## src/rtl/vprc_pkg.sv

```systemverilog
// constants shared by the video port reset and interrupt control block
package vprc_pkg;
    localparam int          NUM_PINS    = 24;
    localparam int          DATA_PINS   = 20;
    localparam int          PIN_CLK_OUT = 23;
    localparam int          NUM_CH      = 3;
    localparam int          CH_CAP_B    = 1;
    localparam int          CH_DISP     = 2;
    localparam int          CH_SEL_W    = 2;
    localparam int          CFG_W       = 8;
    localparam int          NUM_EVT     = 6;
    localparam int          EVT_PER_CH  = 3;
    localparam int          NUM_IRQ     = 12;
    localparam int          EDGE_W      = 2;
    localparam logic [EDGE_W-1:0] REL_EDGES = 2'h2;
    localparam logic [CFG_W-1:0]  CFG_RST   = 8'h00;
    localparam logic        EN_RST      = 1'b0;
    localparam logic        HALT_RST    = 1'b1;
    localparam logic        BLK_RST     = 1'b1;
    localparam logic        ARMED_RST   = 1'b1;
endpackage

```

## src/rtl/vprc_release.sv

```systemverilog
// reset release paced by edges of a sampled module clock
`timescale 1ns/1ps
`default_nettype none
module vprc_release
    import vprc_pkg::*;
(
    input  wire logic CLK,
    input  wire logic RSTN,
    input  wire logic start,
    input  wire logic hold,
    input  wire logic clk_ok,
    input  wire logic mod_clk,
    output logic      busy,
    output logic      done
);
    typedef struct packed {
        logic              busy;
        logic              prev;
        logic [EDGE_W-1:0] cnt;
        logic              done;
    } vprc_rel_st_t;

    vprc_rel_st_t st_q;
    vprc_rel_st_t st_d;

    always_comb begin
        st_d      = st_q;
        st_d.prev = mod_clk;
        st_d.done = 1'b0;
        // done blocks a restart while the requester drops its request
        if (start && !st_q.busy && !st_q.done) begin
            st_d.busy = 1'b1;
            st_d.cnt  = '0;
        end
        // gated module clock: no edges counted while disabled
        if (st_q.busy && clk_ok && mod_clk && !st_q.prev && st_q.cnt != REL_EDGES) begin
            st_d.cnt = st_q.cnt + 1'b1;
        end
        if (st_q.busy && !hold && st_q.cnt == REL_EDGES) begin
            st_d.busy = 1'b0;
            st_d.done = 1'b1;
        end
    end

    always_ff @(posedge CLK or negedge RSTN) begin
        if (!RSTN) begin
            st_q <= '0;
        end else begin
            st_q <= st_d;
        end
    end

    assign busy = st_q.busy;
    assign done = st_q.done;
endmodule
`default_nettype wire

```

## src/rtl/vprc_irq.sv

```systemverilog
// sticky interrupt flags with masks and a single edge pulse
`timescale 1ns/1ps
`default_nettype none
module vprc_irq
    import vprc_pkg::*;
(
    input  wire logic               CLK,
    input  wire logic               RSTN,
    input  wire logic               sreset,
    input  wire logic [NUM_IRQ-1:0] set,
    input  wire logic               clr_wr,
    input  wire logic [NUM_IRQ-1:0] clr_data,
    input  wire logic               mask_wr,
    input  wire logic [NUM_IRQ-1:0] mask_data,
    input  wire logic               gie_data,
    output logic [NUM_IRQ-1:0]      flags,
    output logic [NUM_IRQ-1:0]      mask,
    output logic                    gie,
    output logic                    pulse
);
    typedef struct packed {
        logic [NUM_IRQ-1:0] flags;
        logic [NUM_IRQ-1:0] mask;
        logic               gie;
        logic               armed;
        logic               pulse;
    } vprc_irq_st_t;

    vprc_irq_st_t       st_q;
    vprc_irq_st_t       st_d;
    logic [NUM_IRQ-1:0] clr;
    logic               active;

    always_comb begin
        st_d   = st_q;
        clr    = clr_wr ? clr_data : '0;
        active = st_q.gie && |(st_q.flags & st_q.mask);
        // write one clears; a new set in the same cycle wins
        st_d.flags = (st_q.flags & ~clr) | set;
        // per source enables and global gate
        if (mask_wr) begin
            st_d.mask = mask_data;
            st_d.gie  = gie_data;
        end
        // pulse while armed and an enabled flag is set, one per arming
        // one low cycle between pulses, so a quick re-arm never stretches one
        st_d.pulse = st_q.armed && active && !st_q.pulse;
        if (st_d.pulse) begin
            st_d.armed = 1'b0;
        end
        // clearing any set flag re-arms the pulse
        if (|(clr & st_q.flags) || !active) begin
            st_d.armed = 1'b1;
        end
        if (sreset) begin
            st_d.flags = '0;
            st_d.mask  = '0;
            st_d.gie   = 1'b0;
            st_d.armed = ARMED_RST;
            st_d.pulse = 1'b0;
        end
    end

    always_ff @(posedge CLK or negedge RSTN) begin
        if (!RSTN) begin
            st_q       <= '0;
            st_q.armed <= ARMED_RST;
        end else begin
            st_q <= st_d;
        end
    end

    assign flags = st_q.flags;
    assign mask  = st_q.mask;
    assign gie   = st_q.gie;
    // one cycle wide, the cycle after enabled flags go nonzero with gie set
    assign pulse = st_q.pulse;
endmodule
`default_nettype wire

```

## src/rtl/vprc_top.sv

```systemverilog
// video port reset, enable/halt gating, pin and interrupt control
`timescale 1ns/1ps
`default_nettype none
module vprc_top
    import vprc_pkg::*;
(
    input  wire logic                   CLK,
    input  wire logic                   RSTN,
    input  wire logic                   BUS_RST,
    input  wire logic                   PCR_WR,
    input  wire logic                   PCR_EN_WD,
    input  wire logic                   PCTL_WR,
    input  wire logic                   PCTL_HALT_WD,
    input  wire logic                   PCTL_RST_WD,
    input  wire logic                   PCTL_DISP_WD,
    input  wire logic [NUM_CH-1:0]      CH_WR,
    input  wire logic                   CH_EN_WD,
    input  wire logic                   CH_RST_WD,
    input  wire logic                   CH_BLK_WD,
    input  wire logic [CFG_W-1:0]       CH_CFG_WD,
    input  wire logic                   IRQ_MASK_WR,
    input  wire logic [NUM_IRQ-1:0]     IRQ_MASK_WD,
    input  wire logic                   IRQ_GIE_WD,
    input  wire logic                   IRQ_CLR_WR,
    input  wire logic [NUM_IRQ-1:0]     IRQ_CLR_WD,
    input  wire logic [NUM_IRQ-1:0]     IRQ_SRC,
    input  wire logic                   MMR_REQ,
    input  wire logic                   MMR_GPIO,
    input  wire logic                   DMA_REQ,
    input  wire logic                   DMA_RNW,
    input  wire logic [CH_SEL_W-1:0]    DMA_CH,
    input  wire logic                   VCLK_IN_A,
    input  wire logic                   VCLK_IN_B,
    input  wire logic [NUM_PINS-1:0]    PIN_FUNC_GPIO,
    input  wire logic [NUM_PINS-1:0]    GPIO_OUT,
    input  wire logic [NUM_PINS-1:0]    GPIO_OE,
    input  wire logic [NUM_PINS-1:0]    CORE_OUT,
    input  wire logic [NUM_PINS-1:0]    CORE_OE,
    input  wire logic [NUM_EVT-1:0]     DMA_EVT_REQ,
    output logic [NUM_PINS-1:0]         PIN_OUT,
    output logic [NUM_PINS-1:0]         PIN_OE,
    output logic                        MOD_CLK_EN,
    output logic                        PERIPH_EN,
    output logic                        PORT_HALT,
    output logic                        PORT_RST,
    output logic                        DISP_MODE,
    output logic [NUM_CH-1:0]           CH_EN,
    output logic [NUM_CH-1:0]           CH_RST,
    output logic [NUM_CH-1:0]           CH_BLK,
    output logic [NUM_CH*CFG_W-1:0]     CH_CFG,
    output logic [NUM_CH-1:0]           FIFO_FLUSH,
    output logic [NUM_CH-1:0]           REGS_DEFAULT,
    output logic [NUM_CH-1:0]           CNT_RUN,
    output logic [NUM_CH-1:0]           FIFO_LIVE,
    output logic                        DISP_DRIVE,
    output logic                        MMR_READY,
    output logic                        MMR_GRANT,
    output logic                        DMA_READY,
    output logic                        DMA_REAL,
    output logic [NUM_EVT-1:0]          DMA_EVT,
    output logic                        IRQ_PULSE,
    output logic [NUM_IRQ-1:0]          IRQ_FLAGS,
    output logic [NUM_IRQ-1:0]          IRQ_MASK,
    output logic                        IRQ_GIE
);
    typedef struct packed {
        logic                           periph_en;
        logic                           halt;
        logic                           soft_rst;
        logic                           disp_mode;
        logic [NUM_CH-1:0]              en;
        logic [NUM_CH-1:0]              rst;
        logic [NUM_CH-1:0]              blk;
        logic [NUM_CH-1:0][CFG_W-1:0]   cfg;
        logic [NUM_PINS-1:0]            pin_out;
        logic [NUM_PINS-1:0]            pin_oe;
        logic                           mod_clk_en;
        logic                           mmr_ready;
        logic                           mmr_grant;
        logic                           dma_ready;
        logic                           dma_real;
        logic                           disp_drive;
        logic [NUM_CH-1:0]              flush;
        logic [NUM_CH-1:0]              regs_def;
        logic [NUM_CH-1:0]              cnt_run;
        logic [NUM_CH-1:0]              fifo_live;
        logic [NUM_EVT-1:0]             evt;
    } vprc_top_st_t;

    vprc_top_st_t      st_q;
    vprc_top_st_t      st_d;
    logic              port_busy;
    logic              port_done;
    logic [NUM_CH-1:0] ch_busy;
    logic [NUM_CH-1:0] ch_done;
    logic [NUM_CH-1:0] ch_clk;
    logic              port_act;
    logic              port_live;
    logic              irq_reset;
    logic              reg_ok;

    // channel moves data only when enabled, unblocked and out of reset
    function automatic logic ch_live(input logic en, input logic blk, input logic busy);
        ch_live = en && !blk && !busy;
    endfunction

    // channel counters and output drive need only enable and no reset
    function automatic logic ch_run(input logic en, input logic busy);
        ch_run = en && !busy;
    endfunction

    assign ch_clk    = {VCLK_IN_A, VCLK_IN_B, VCLK_IN_A};
    // bus reset and software reset share one reset path
    assign port_act  = BUS_RST || st_q.soft_rst || port_busy;
    assign port_live = st_q.periph_en && !st_q.halt && !port_act;
    assign irq_reset = port_act;
    // only pin function registers and the enable register answer while disabled
    assign reg_ok    = st_q.periph_en && !port_act;

    // port logic leaves reset on input video clock edges
    vprc_release u_port_rel (
        .CLK     (CLK),
        .RSTN    (RSTN),
        .start   (BUS_RST || st_q.soft_rst),
        .hold    (BUS_RST),
        .clk_ok  (st_q.periph_en),
        .mod_clk (VCLK_IN_A),
        .busy    (port_busy),
        .done    (port_done)
    );

    for (genvar c = 0; c < NUM_CH; c++) begin : g_ch_rel
        // channel reset needs its channel clock toggling
        vprc_release u_ch_rel (
            .CLK     (CLK),
            .RSTN    (RSTN),
            .start   (st_q.rst[c]),
            .hold    (1'b0),
            .clk_ok  (st_q.periph_en),
            .mod_clk (ch_clk[c]),
            .busy    (ch_busy[c]),
            .done    (ch_done[c])
        );
    end

    // twelve status sources feed one interrupt
    vprc_irq u_irq (
        .CLK       (CLK),
        .RSTN      (RSTN),
        .sreset    (irq_reset),
        .set       (IRQ_SRC),
        .clr_wr    (IRQ_CLR_WR && reg_ok),
        .clr_data  (IRQ_CLR_WD),
        .mask_wr   (IRQ_MASK_WR && reg_ok),
        .mask_data (IRQ_MASK_WD),
        .gie_data  (IRQ_GIE_WD),
        .flags     (IRQ_FLAGS),
        .mask      (IRQ_MASK),
        .gie       (IRQ_GIE),
        .pulse     (IRQ_PULSE)
    );

    always_comb begin
        int unsigned chs;
        chs  = 0;
        st_d = st_q;

        if (PCR_WR) begin
            st_d.periph_en = PCR_EN_WD;
        end

        if (PCTL_WR && reg_ok) begin
            if (st_q.halt) begin
                st_d.halt      = PCTL_HALT_WD;
                st_d.disp_mode = PCTL_DISP_WD;
            end
            // after halt clears only the reset bit is taken
            if (PCTL_RST_WD) begin
                st_d.soft_rst = 1'b1;
            end
        end

        for (int c = 0; c < NUM_CH; c++) begin
            if (CH_WR[c] && reg_ok && !ch_busy[c]) begin
                if (CH_RST_WD) begin
                    st_d.rst[c] = 1'b1;
                end
                st_d.en[c]  = CH_EN_WD;
                st_d.blk[c] = CH_BLK_WD;
                // other channel bits locked once enabled
                if (!st_q.en[c]) begin
                    st_d.cfg[c] = CH_CFG_WD;
                end
            end
            // while in reset: defaults, enable cleared
            if (ch_busy[c]) begin
                st_d.en[c]  = EN_RST;
                st_d.blk[c] = BLK_RST;
                st_d.cfg[c] = CFG_RST;
            end
            if (ch_done[c] && !(CH_WR[c] && reg_ok && CH_RST_WD)) begin
                st_d.rst[c] = 1'b0;
            end
        end

        // self-clear once the release finishes, halt left set
        if (port_done && !(PCTL_WR && reg_ok && PCTL_RST_WD)) begin
            st_d.soft_rst = 1'b0;
        end

        // port reset defaults everything below the enable
        if (port_act) begin
            st_d.halt      = HALT_RST;
            st_d.disp_mode = 1'b0;
            st_d.en        = {NUM_CH{EN_RST}};
            st_d.rst       = '0;
            st_d.blk       = {NUM_CH{BLK_RST}};
            st_d.cfg       = {NUM_CH{CFG_RST}};
        end
        // bus reset alone clears the enable bit
        if (BUS_RST) begin
            st_d.periph_en = EN_RST;
            st_d.soft_rst  = 1'b0;
        end

        // module clocks run only while enabled
        st_d.mod_clk_en = st_d.periph_en;

        // every access is acknowledged the next cycle
        st_d.mmr_ready = MMR_REQ;
        st_d.dma_ready = DMA_REQ;
        // grant only for pin function registers while disabled
        st_d.mmr_grant = MMR_REQ && (MMR_GPIO || reg_ok);
        // false acknowledge unless the addressed mode is live
        st_d.dma_real = 1'b0;
        if (DMA_REQ && port_live && DMA_CH <= CH_SEL_W'(CH_DISP)) begin
            chs = int'(DMA_CH);
            if (chs == CH_DISP) begin
                st_d.dma_real = !DMA_RNW && ch_run(st_q.en[chs], ch_busy[chs]);
            end else begin
                st_d.dma_real = DMA_RNW && ch_run(st_q.en[chs], ch_busy[chs]);
            end
        end

        for (int c = 0; c < NUM_CH; c++) begin
            st_d.flush[c]     = port_act || ch_busy[c];
            st_d.regs_def[c]  = port_act || ch_busy[c];
            st_d.cnt_run[c]   = port_live && ch_run(st_q.en[c], ch_busy[c]);
            // data moves only after block clears
            st_d.fifo_live[c] = port_live && ch_live(st_q.en[c], st_q.blk[c], ch_busy[c]);
        end

        // display drives defaults and blanking once enabled
        st_d.disp_drive = port_live && ch_run(st_q.en[CH_DISP], ch_busy[CH_DISP]);

        // six events, three per capture channel, gated by owning channel, or by display in display mode
        for (int k = 0; k < NUM_EVT; k++) begin
            chs = st_q.disp_mode ? CH_DISP : k / EVT_PER_CH;
            // no events in reset or while blocked
            st_d.evt[k] = DMA_EVT_REQ[k] && port_live
                          && ch_live(st_q.en[chs], st_q.blk[chs], ch_busy[chs]);
        end

        for (int p = 0; p < NUM_PINS; p++) begin
            st_d.pin_out[p] = PIN_FUNC_GPIO[p] ? GPIO_OUT[p] : CORE_OUT[p];
            if (PIN_FUNC_GPIO[p]) begin
                // general use pins follow their own enables
                st_d.pin_oe[p] = GPIO_OE[p];
            end else if (p == PIN_CLK_OUT) begin
                // clock-out may drive once unhalted in display mode
                st_d.pin_oe[p] = CORE_OE[p] && port_live && st_q.disp_mode;
            end else begin
                // data and sync pins only through display drive
                st_d.pin_oe[p] = CORE_OE[p] && st_d.disp_drive;
            end
            if (BUS_RST) begin
                st_d.pin_oe[p] = 1'b0;
            end
        end
    end

    always_ff @(posedge CLK or negedge RSTN) begin
        // power-on reset: all pin enables low at once
        if (!RSTN) begin
            st_q      <= '0;
            st_q.halt <= HALT_RST;
            st_q.blk  <= {NUM_CH{BLK_RST}};
        end else begin
            st_q <= st_d;
        end
    end

    assign PIN_OUT      = st_q.pin_out;
    assign PIN_OE       = st_q.pin_oe;
    assign MOD_CLK_EN   = st_q.mod_clk_en;
    assign PERIPH_EN    = st_q.periph_en;
    assign PORT_HALT    = st_q.halt;
    assign PORT_RST     = st_q.soft_rst;
    assign DISP_MODE    = st_q.disp_mode;
    assign CH_EN        = st_q.en;
    assign CH_RST       = st_q.rst;
    assign CH_BLK       = st_q.blk;
    assign CH_CFG       = st_q.cfg;
    assign FIFO_FLUSH   = st_q.flush;
    assign REGS_DEFAULT = st_q.regs_def;
    assign CNT_RUN      = st_q.cnt_run;
    assign FIFO_LIVE    = st_q.fifo_live;
    assign DISP_DRIVE   = st_q.disp_drive;
    assign MMR_READY    = st_q.mmr_ready;
    assign MMR_GRANT    = st_q.mmr_grant;
    assign DMA_READY    = st_q.dma_ready;
    assign DMA_REAL     = st_q.dma_real;
    assign DMA_EVT      = st_q.evt;
endmodule
`default_nettype wire

```

## config.mk

```make
export PLATFORM = sky130hd
export DESIGN_NAME = vprc_top
export DESIGN_NICKNAME = d
export VERILOG_FILES = /design/src/rtl/vprc_pkg.sv /design/src/rtl/vprc_release.sv /design/src/rtl/vprc_irq.sv /design/src/rtl/vprc_top.sv
export SDC_FILE = /design/constraint.sdc
export NUM_CORES = 1
export LEC_CHECK = 0
export BUFFER_PORTS_ARGS = -buffer_cell sky130_fd_sc_hd__buf_4
export CAP_MARGIN = 20
export CORE_AREA = 2 2 127 129
export CTS_CLUSTER_SIZE = 12
export DETAILED_ROUTE_END_ITERATION = 7
export DIE_AREA = 0 0 129 131
export PLACE_DENSITY_LB_ADDON = 0.1
export SLEW_MARGIN = 15
export SYNTH_ARGS = -nofsm -noshare
export SYNTH_HDL_FRONTEND = slang
export SYNTH_SLANG_ARGS = --single-unit
```

## constraint.sdc

```tcl
create_clock -name CLK -period 1.9 [get_ports CLK]
set_input_delay 0.095 -clock CLK [delete_from_list [all_inputs] [get_ports CLK]]
set_output_delay 0.095 -clock CLK [all_outputs]
set_load 0.005 [all_outputs]
```

# Yosys cells after proc, flatten, opt, wreduce, memory -nomap -nowiden
# Index checks and enable logic that the tools add are counted.
# W data, S select, Z words.
[totals]
reg_bits = 150
inputBits = 196
output_inout_bits = 135
[classes]
addsub = 4
magnitude_cmp = 4
eq_ne = 12
mux = 155
n_bitwise = 5
reduce_logical = 183
[ops]
columns = ["operator", "count"]
rows = [
  ["$mux W1", 123],
  ["$logic_and A1 B1 Y1", 114],
  ["$mux W8", 9],
  ["$and A12 B12 Y12", 3],
  ["$reduce_bool A3 Y1", 12],
  ["$mux W34", 1],
  ["$logic_not A1 Y1", 28],
  ["$mux W27", 1],
  ["$reduce_bool A2 Y1", 12],
  ["$reduce_or A12 Y1", 2],
  ["$mux W2", 10],
  ["$bmux W1 S2", 8],
  ["$reduce_and A2 Y1", 8],
  ["$mux W13", 1],
  ["$mux W12", 1],
  ["$not A12 Y12", 1],
  ["$or A12 B12 Y12", 1],
  ["$eq A2 B2 Y1 const B", 5],
  ["$lt A2 B3 Y1 const B", 3],
  ["$ne A3 B1 Y1 const B", 3],
  ["$add A2 B1 Y2 const B", 4],
  ["$ne A2 B2 Y1 const B", 4],
  ["$logic_or A1 B1 Y1", 7],
  ["$mux W3", 1],
  ["$le A2 B2 Y1 const B", 1],
]

# Longest topological paths before layout
[depth]
depth_word = 11
mapped_depth = 8

# Hierarchy
# From an unflattened synthesis, not the netlist that was laid out.
[hier_totals]
hier_cells = 616
hier_area_um2 = 6712.7
[by_module_without_submodules]
columns = ["module", "n_inst", "cells_per_inst", "area_per_inst_um2"]
rows = [
  ["vprc_top", 1, 407, 4506.8],
  ["vprc_irq", 1, 137, 1365.1],
  ["vprc_release", 4, 18, 210.2],
]

# Worst setup path before layout
# No wires, ideal clock.
[synth_timing]
kind = "register to register"
startpoint = "reg MOD_CLK_EN (netlist name)"
endpoint = "reg st_q, in the netlist PIN_OE[16]"
arrival_ns = 1.649
t_required_ns = 1.822
path_slack_ns = 0.173
path_stages_with_launch = 9
synth_period_minus_slack_ns = 1.727
cell_sequence = "dfrtp_1 buf_4 nor4b_4 nand2b_1 buf_4 nor3_4 buf_6 nand3b_1 a21oi_1"
[synth_lines]
columns = ["element", "line_no", "text"]
rows = [
  ["to (signal assigned)", "vprc_top.sv:289", "st_q <= st_d;"],
  ["to (decl)", "vprc_top.sv:90", "vprc_top_st_t st_q;"],
]

==> results.toml <==
[timing]
layout_min_cycle_time_ns = 1.92
setup_tns_ns = -0.0391
drv_slew = 0
rsz0062_at_grt = "true"
fmax_mhz = 522
slew_headroom_pct = 59.4
worstMarginPinSlew_ns = 0.609
fin_crit_sh_pct = 101
hold_viol = 0
fin_skew_ns = 0.00703
setup_ws_ns = -0.0155
finalSetupViolations = 4

[synth]
synth_ff_type = "dfrtp_1"
synthesis.nets = 752
synth-edff-count = 0
synthCells = 552
ys_seq_area_share_pct = 59.9
synthDistinctLibCells = 45
synth_area_sq_mm = 0.00624
synth_area_per_cell_sq_um = 11.3
synth-async-reset-ratio_pct = 100
ys_warn_count = 0
ys_ff_latch = 149

[global_routing]
grt_pass1_wl_mm = 37.3
antenna_found_initial = 0
grt-ovfl-total = 0
grt_usage_pct = 29.1
first_global_vias = 7137
grt_max_degree = 61

[setup_path]
crit_fanout = 25
path_class = "primary input to flop"
critPathCaptureType = "flop"
r2r-end = "PIN_OE[14]"
worstSetupStartpointType = "primary input"
reg2reg_from = "u_port_rel.busy"
rrSetupSlack_ns = 0.02
worstRegToRegCells = 6
cp.arrival_ns = 2.25
required_ns = 2.23

[job]
max_cap_viol_count = 0

[layout]
nFillCells = 975
antenna_cells = 0
drive_gt1_share_pct = 38.6
area.growth.synth_to_final_pct = 85.5
fin_nets = 1274
postLayoutCoreUtil_pct = 74.2

[clocking]
cts_sinks = 149
clk_path_buf_depth = 2
cts_made_buffers = 17
clkLatencyLatePin_ns = 0.42
h-tree-depth = 4
cts-root-buf = "clkbuf_16"
path_clk_slew_ns = 0.06
cts_tree = "built"

[detailed_routing]
viasPerCell = 5.01
first_pass_iters = 5
routed_wl_mm = 24.9
vias = 6531
ant_nets = 0
avgRoutedWirePerCell_microns = 19.1
drt_iter0_drc = 369
drc = 0

[power_and_ir_drop]
vdd_drop_max_v = 0.000726
pwr-share-clk_pct = 40.4
power.density_mw_per_mm2 = 769
switching_share_pct = 25.8
switchingPower_mw = 2.29
internal-power_mw = 6.61
combPwrFrac_pct = 20.0
power_frac_seq_pct = 39.6
power_leakage_nw = 5.53

[placed_design]
hpwl_mm = 15.1
port_buffers = 330
globalplace.congestion = 0.850

[run_status]
outcome = "finished, violations left"
violations = "negative setup slack"

[worst_hold_path]
worstHoldStart = "IRQ_CLR_WD[10]"
hold_path_end = "u_irq.flags[10]"
hold_class = "primary input to flop"
hold_path_depth = 4

[die]
rows = 46
initial_core_util_pct = 40.0
die_x_microns = 129
die_h_microns = 131
dieArea_sq_mm = 0.0169
core_area_sq_mm = 0.0156
io_pins = 331
-- worst max-delay path: stages --
cell	delay [ns]
dlygate4sd3_1	0.57
buf_4	0.18
nor4b_4	0.43
nand2b_4	0.17
nor3_4	0.21
buf_12	0.22
nand3b_1	0.15
a21oi_2	0.20
-- power groups by stage --
stage	sequential, mW	clock [mW]	combinational [mW]
6_report	3.53	3.60	1.78
5_1_grt	3.55	3.79	1.92
4_1_cts	3.52	3.64	1.72
3_5_place_dp	3.57	0	1.36
3_3_place_gp	3.56	0	1.31
2_1_floorplan	3.55	0	0.525
-- cells by family (layout without fill, tap and decap cells) --
group	after synthesis	count (layout)	share of synthesized area (%)
AO/OA/AOI/OAI	118	118	12.3
XOR/XNOR	1	1	0.140
adder cells (fa/ha/maj)	4	4	0.802
buffers and inverters	64	599	6.20
flip-flops	149	149	59.9
multiplexers	34	34	5.96
AND/OR/NAND/NOR	182	182	14.7
-- cells in the final DEF, fill, tap and decap left out, types with 4 or more instances in the layout --
cell type | netlist | layout
a22o_1 | 28 | 28
a221oi_1 | 4 | 4
nand2_1 | 85 | 85
nor3b_1 | 4 | 4
nand3b_1 | 24 | 24
mux2i_1 | 9 | 9
dfstp_2 | 5 | 5
nand3_1 | 12 | 12
and2_1 | 10 | 10
dlygate4sd3_1 | 0 | 204
buf_4 | 34 | 343
nor2_1 | 24 | 24
buf_12 | 0 | 6
nand2b_1 | 5 | 4
dfrtp_1 | 144 | 144
inv_1 | 13 | 13
a21oi_1 | 43 | 40
clkinv_2 | 0 | 4
o21ai_0 | 26 | 26
clkbuf_16 | 0 | 17
ha_1 | 4 | 4
bufinv_16 | 0 | 4
mux2_2 | 25 | 25
-- per-layer routing --
metal | GRT usage, % | wire (microns) | up-vias
met1 | 33.2 | 9390 | 3182
li1 | - | - | 2952
met3 | 7.25 | 1480 | 87
met2 | 49.9 | 12700 | 310
met4 | 17.3 | 1300 | 0
met5 | 0 | 0 | -
-- per-stage QoR --
step                instance area [sq um]  std cells  setup slack, ns  hold WS [ns]  total power, mW
floorplan                            6240        552            0.173        -0.201             4.08
CTS                                 11500       1302           0.0134      0.000619             8.88
finish                              11600       1303          -0.0155        0.0109             8.90
global placement                     8860       1066            0.125        0.0130             4.87
global route                        11600       1303          -0.0310        0.0242             9.26
detailed placement                   8860       1066           0.0602        0.0211             4.93
-- layout make-up --
| class | count | area, sq um | area share, % |
|---|---|---|---|
| Multi-Input combinational cell | 339 | 2140 | 18.5 |
| Inverter | 13 | 48.8 | 0.422 |
| Tap cell | 216 | 270 | 2.34 |
| Clock inverter | 15 | 203 | 1.75 |
| Clock buffer | 17 | 425 | 3.68 |
| Timing Repair Buffer | 554 | 4750 | 41.0 |
| Sequential cell | 149 | 3730 | 32.3 |
-- flip-flops by register name (all words and copies together), names as in the netlist, 2 cells and up --
| register | flops |
|---|---|
| u_irq.mask | 12 |
| DMA_EVT | 6 |
| u_port_rel.st_q | 2 |
| PIN_OUT | 24 |
| CH_CFG | 24 |
| CH_EN | 3 |
| g_ch_rel.u_ch_rel.st_q | 8 |
| CH_BLK | 3 |
| CH_RST | 3 |
| g_ch_rel.u_ch_rel.done | 3 |
| FIFO_LIVE | 3 |
| REGS_DEFAULT | 3 |
| u_irq.flags | 12 |
| g_ch_rel.u_ch_rel.busy | 3 |
| CNT_RUN | 3 |
| PIN_OE | 24 |
-- synthesized netlist by cell type (3+ instances only) --
library cell,number,share of area (%)
dfrtp_1,144,58
nand3b_1,24,2.9
nand2b_1,5,0.50
and4_1,3,0.42
inv_1,13,0.78
a21oi_1,43,3.4
nand3_1,12,0.96
nor2_1,24,1.4
buf_4,34,4.1
and2_1,10,1.0
nor3_1,4,0.32
dfstp_2,5,2.1
nand2_1,85,5.1
ha_1,4,0.80
o21ai_0,26,2.1
nor3b_1,4,0.48
a22o_1,28,3.9
mux2i_1,9,1.4
mux2_2,25,4.5
buf_2,3,0.24
o2111ai_1,3,0.42
or3_1,3,0.30
a221oi_1,4,0.56
clkbuf_1,10,0.60
-- what timing repair did --
| action | CTS | global route |
|---|---|---|
| setup buffers | 0 | 1 |
| endpoints found under the hold margin | 266 | 0 |
| resized for setup | 0 | 5 |
| hold buffers | 204 | 0 |
| endpoints found under the setup margin | 0 | 24 |
-- how the worst max path moves through the flow --
stage | start | slack [ns] | endpoint | depth (start not counted)
2_1_floorplan | MOD_CLK_EN | 0.17 | PIN_OE[16] | 8
3_3_place_gp | u_port_rel.busy | 0.12 | PIN_OE[5] | 6
3_5_place_dp | u_port_rel.busy | 0.06 | PIN_OE[14] | 6
4_1_cts | u_port_rel.busy | 0.01 | PIN_OE[14] | 6
5_1_grt | BUS_RST | -0.03 | PIN_OE[12] | 8
6_report | BUS_RST | -0.02 | PIN_OE[14] | 8
Note: power is estimated with default switching activity, not from simulation.
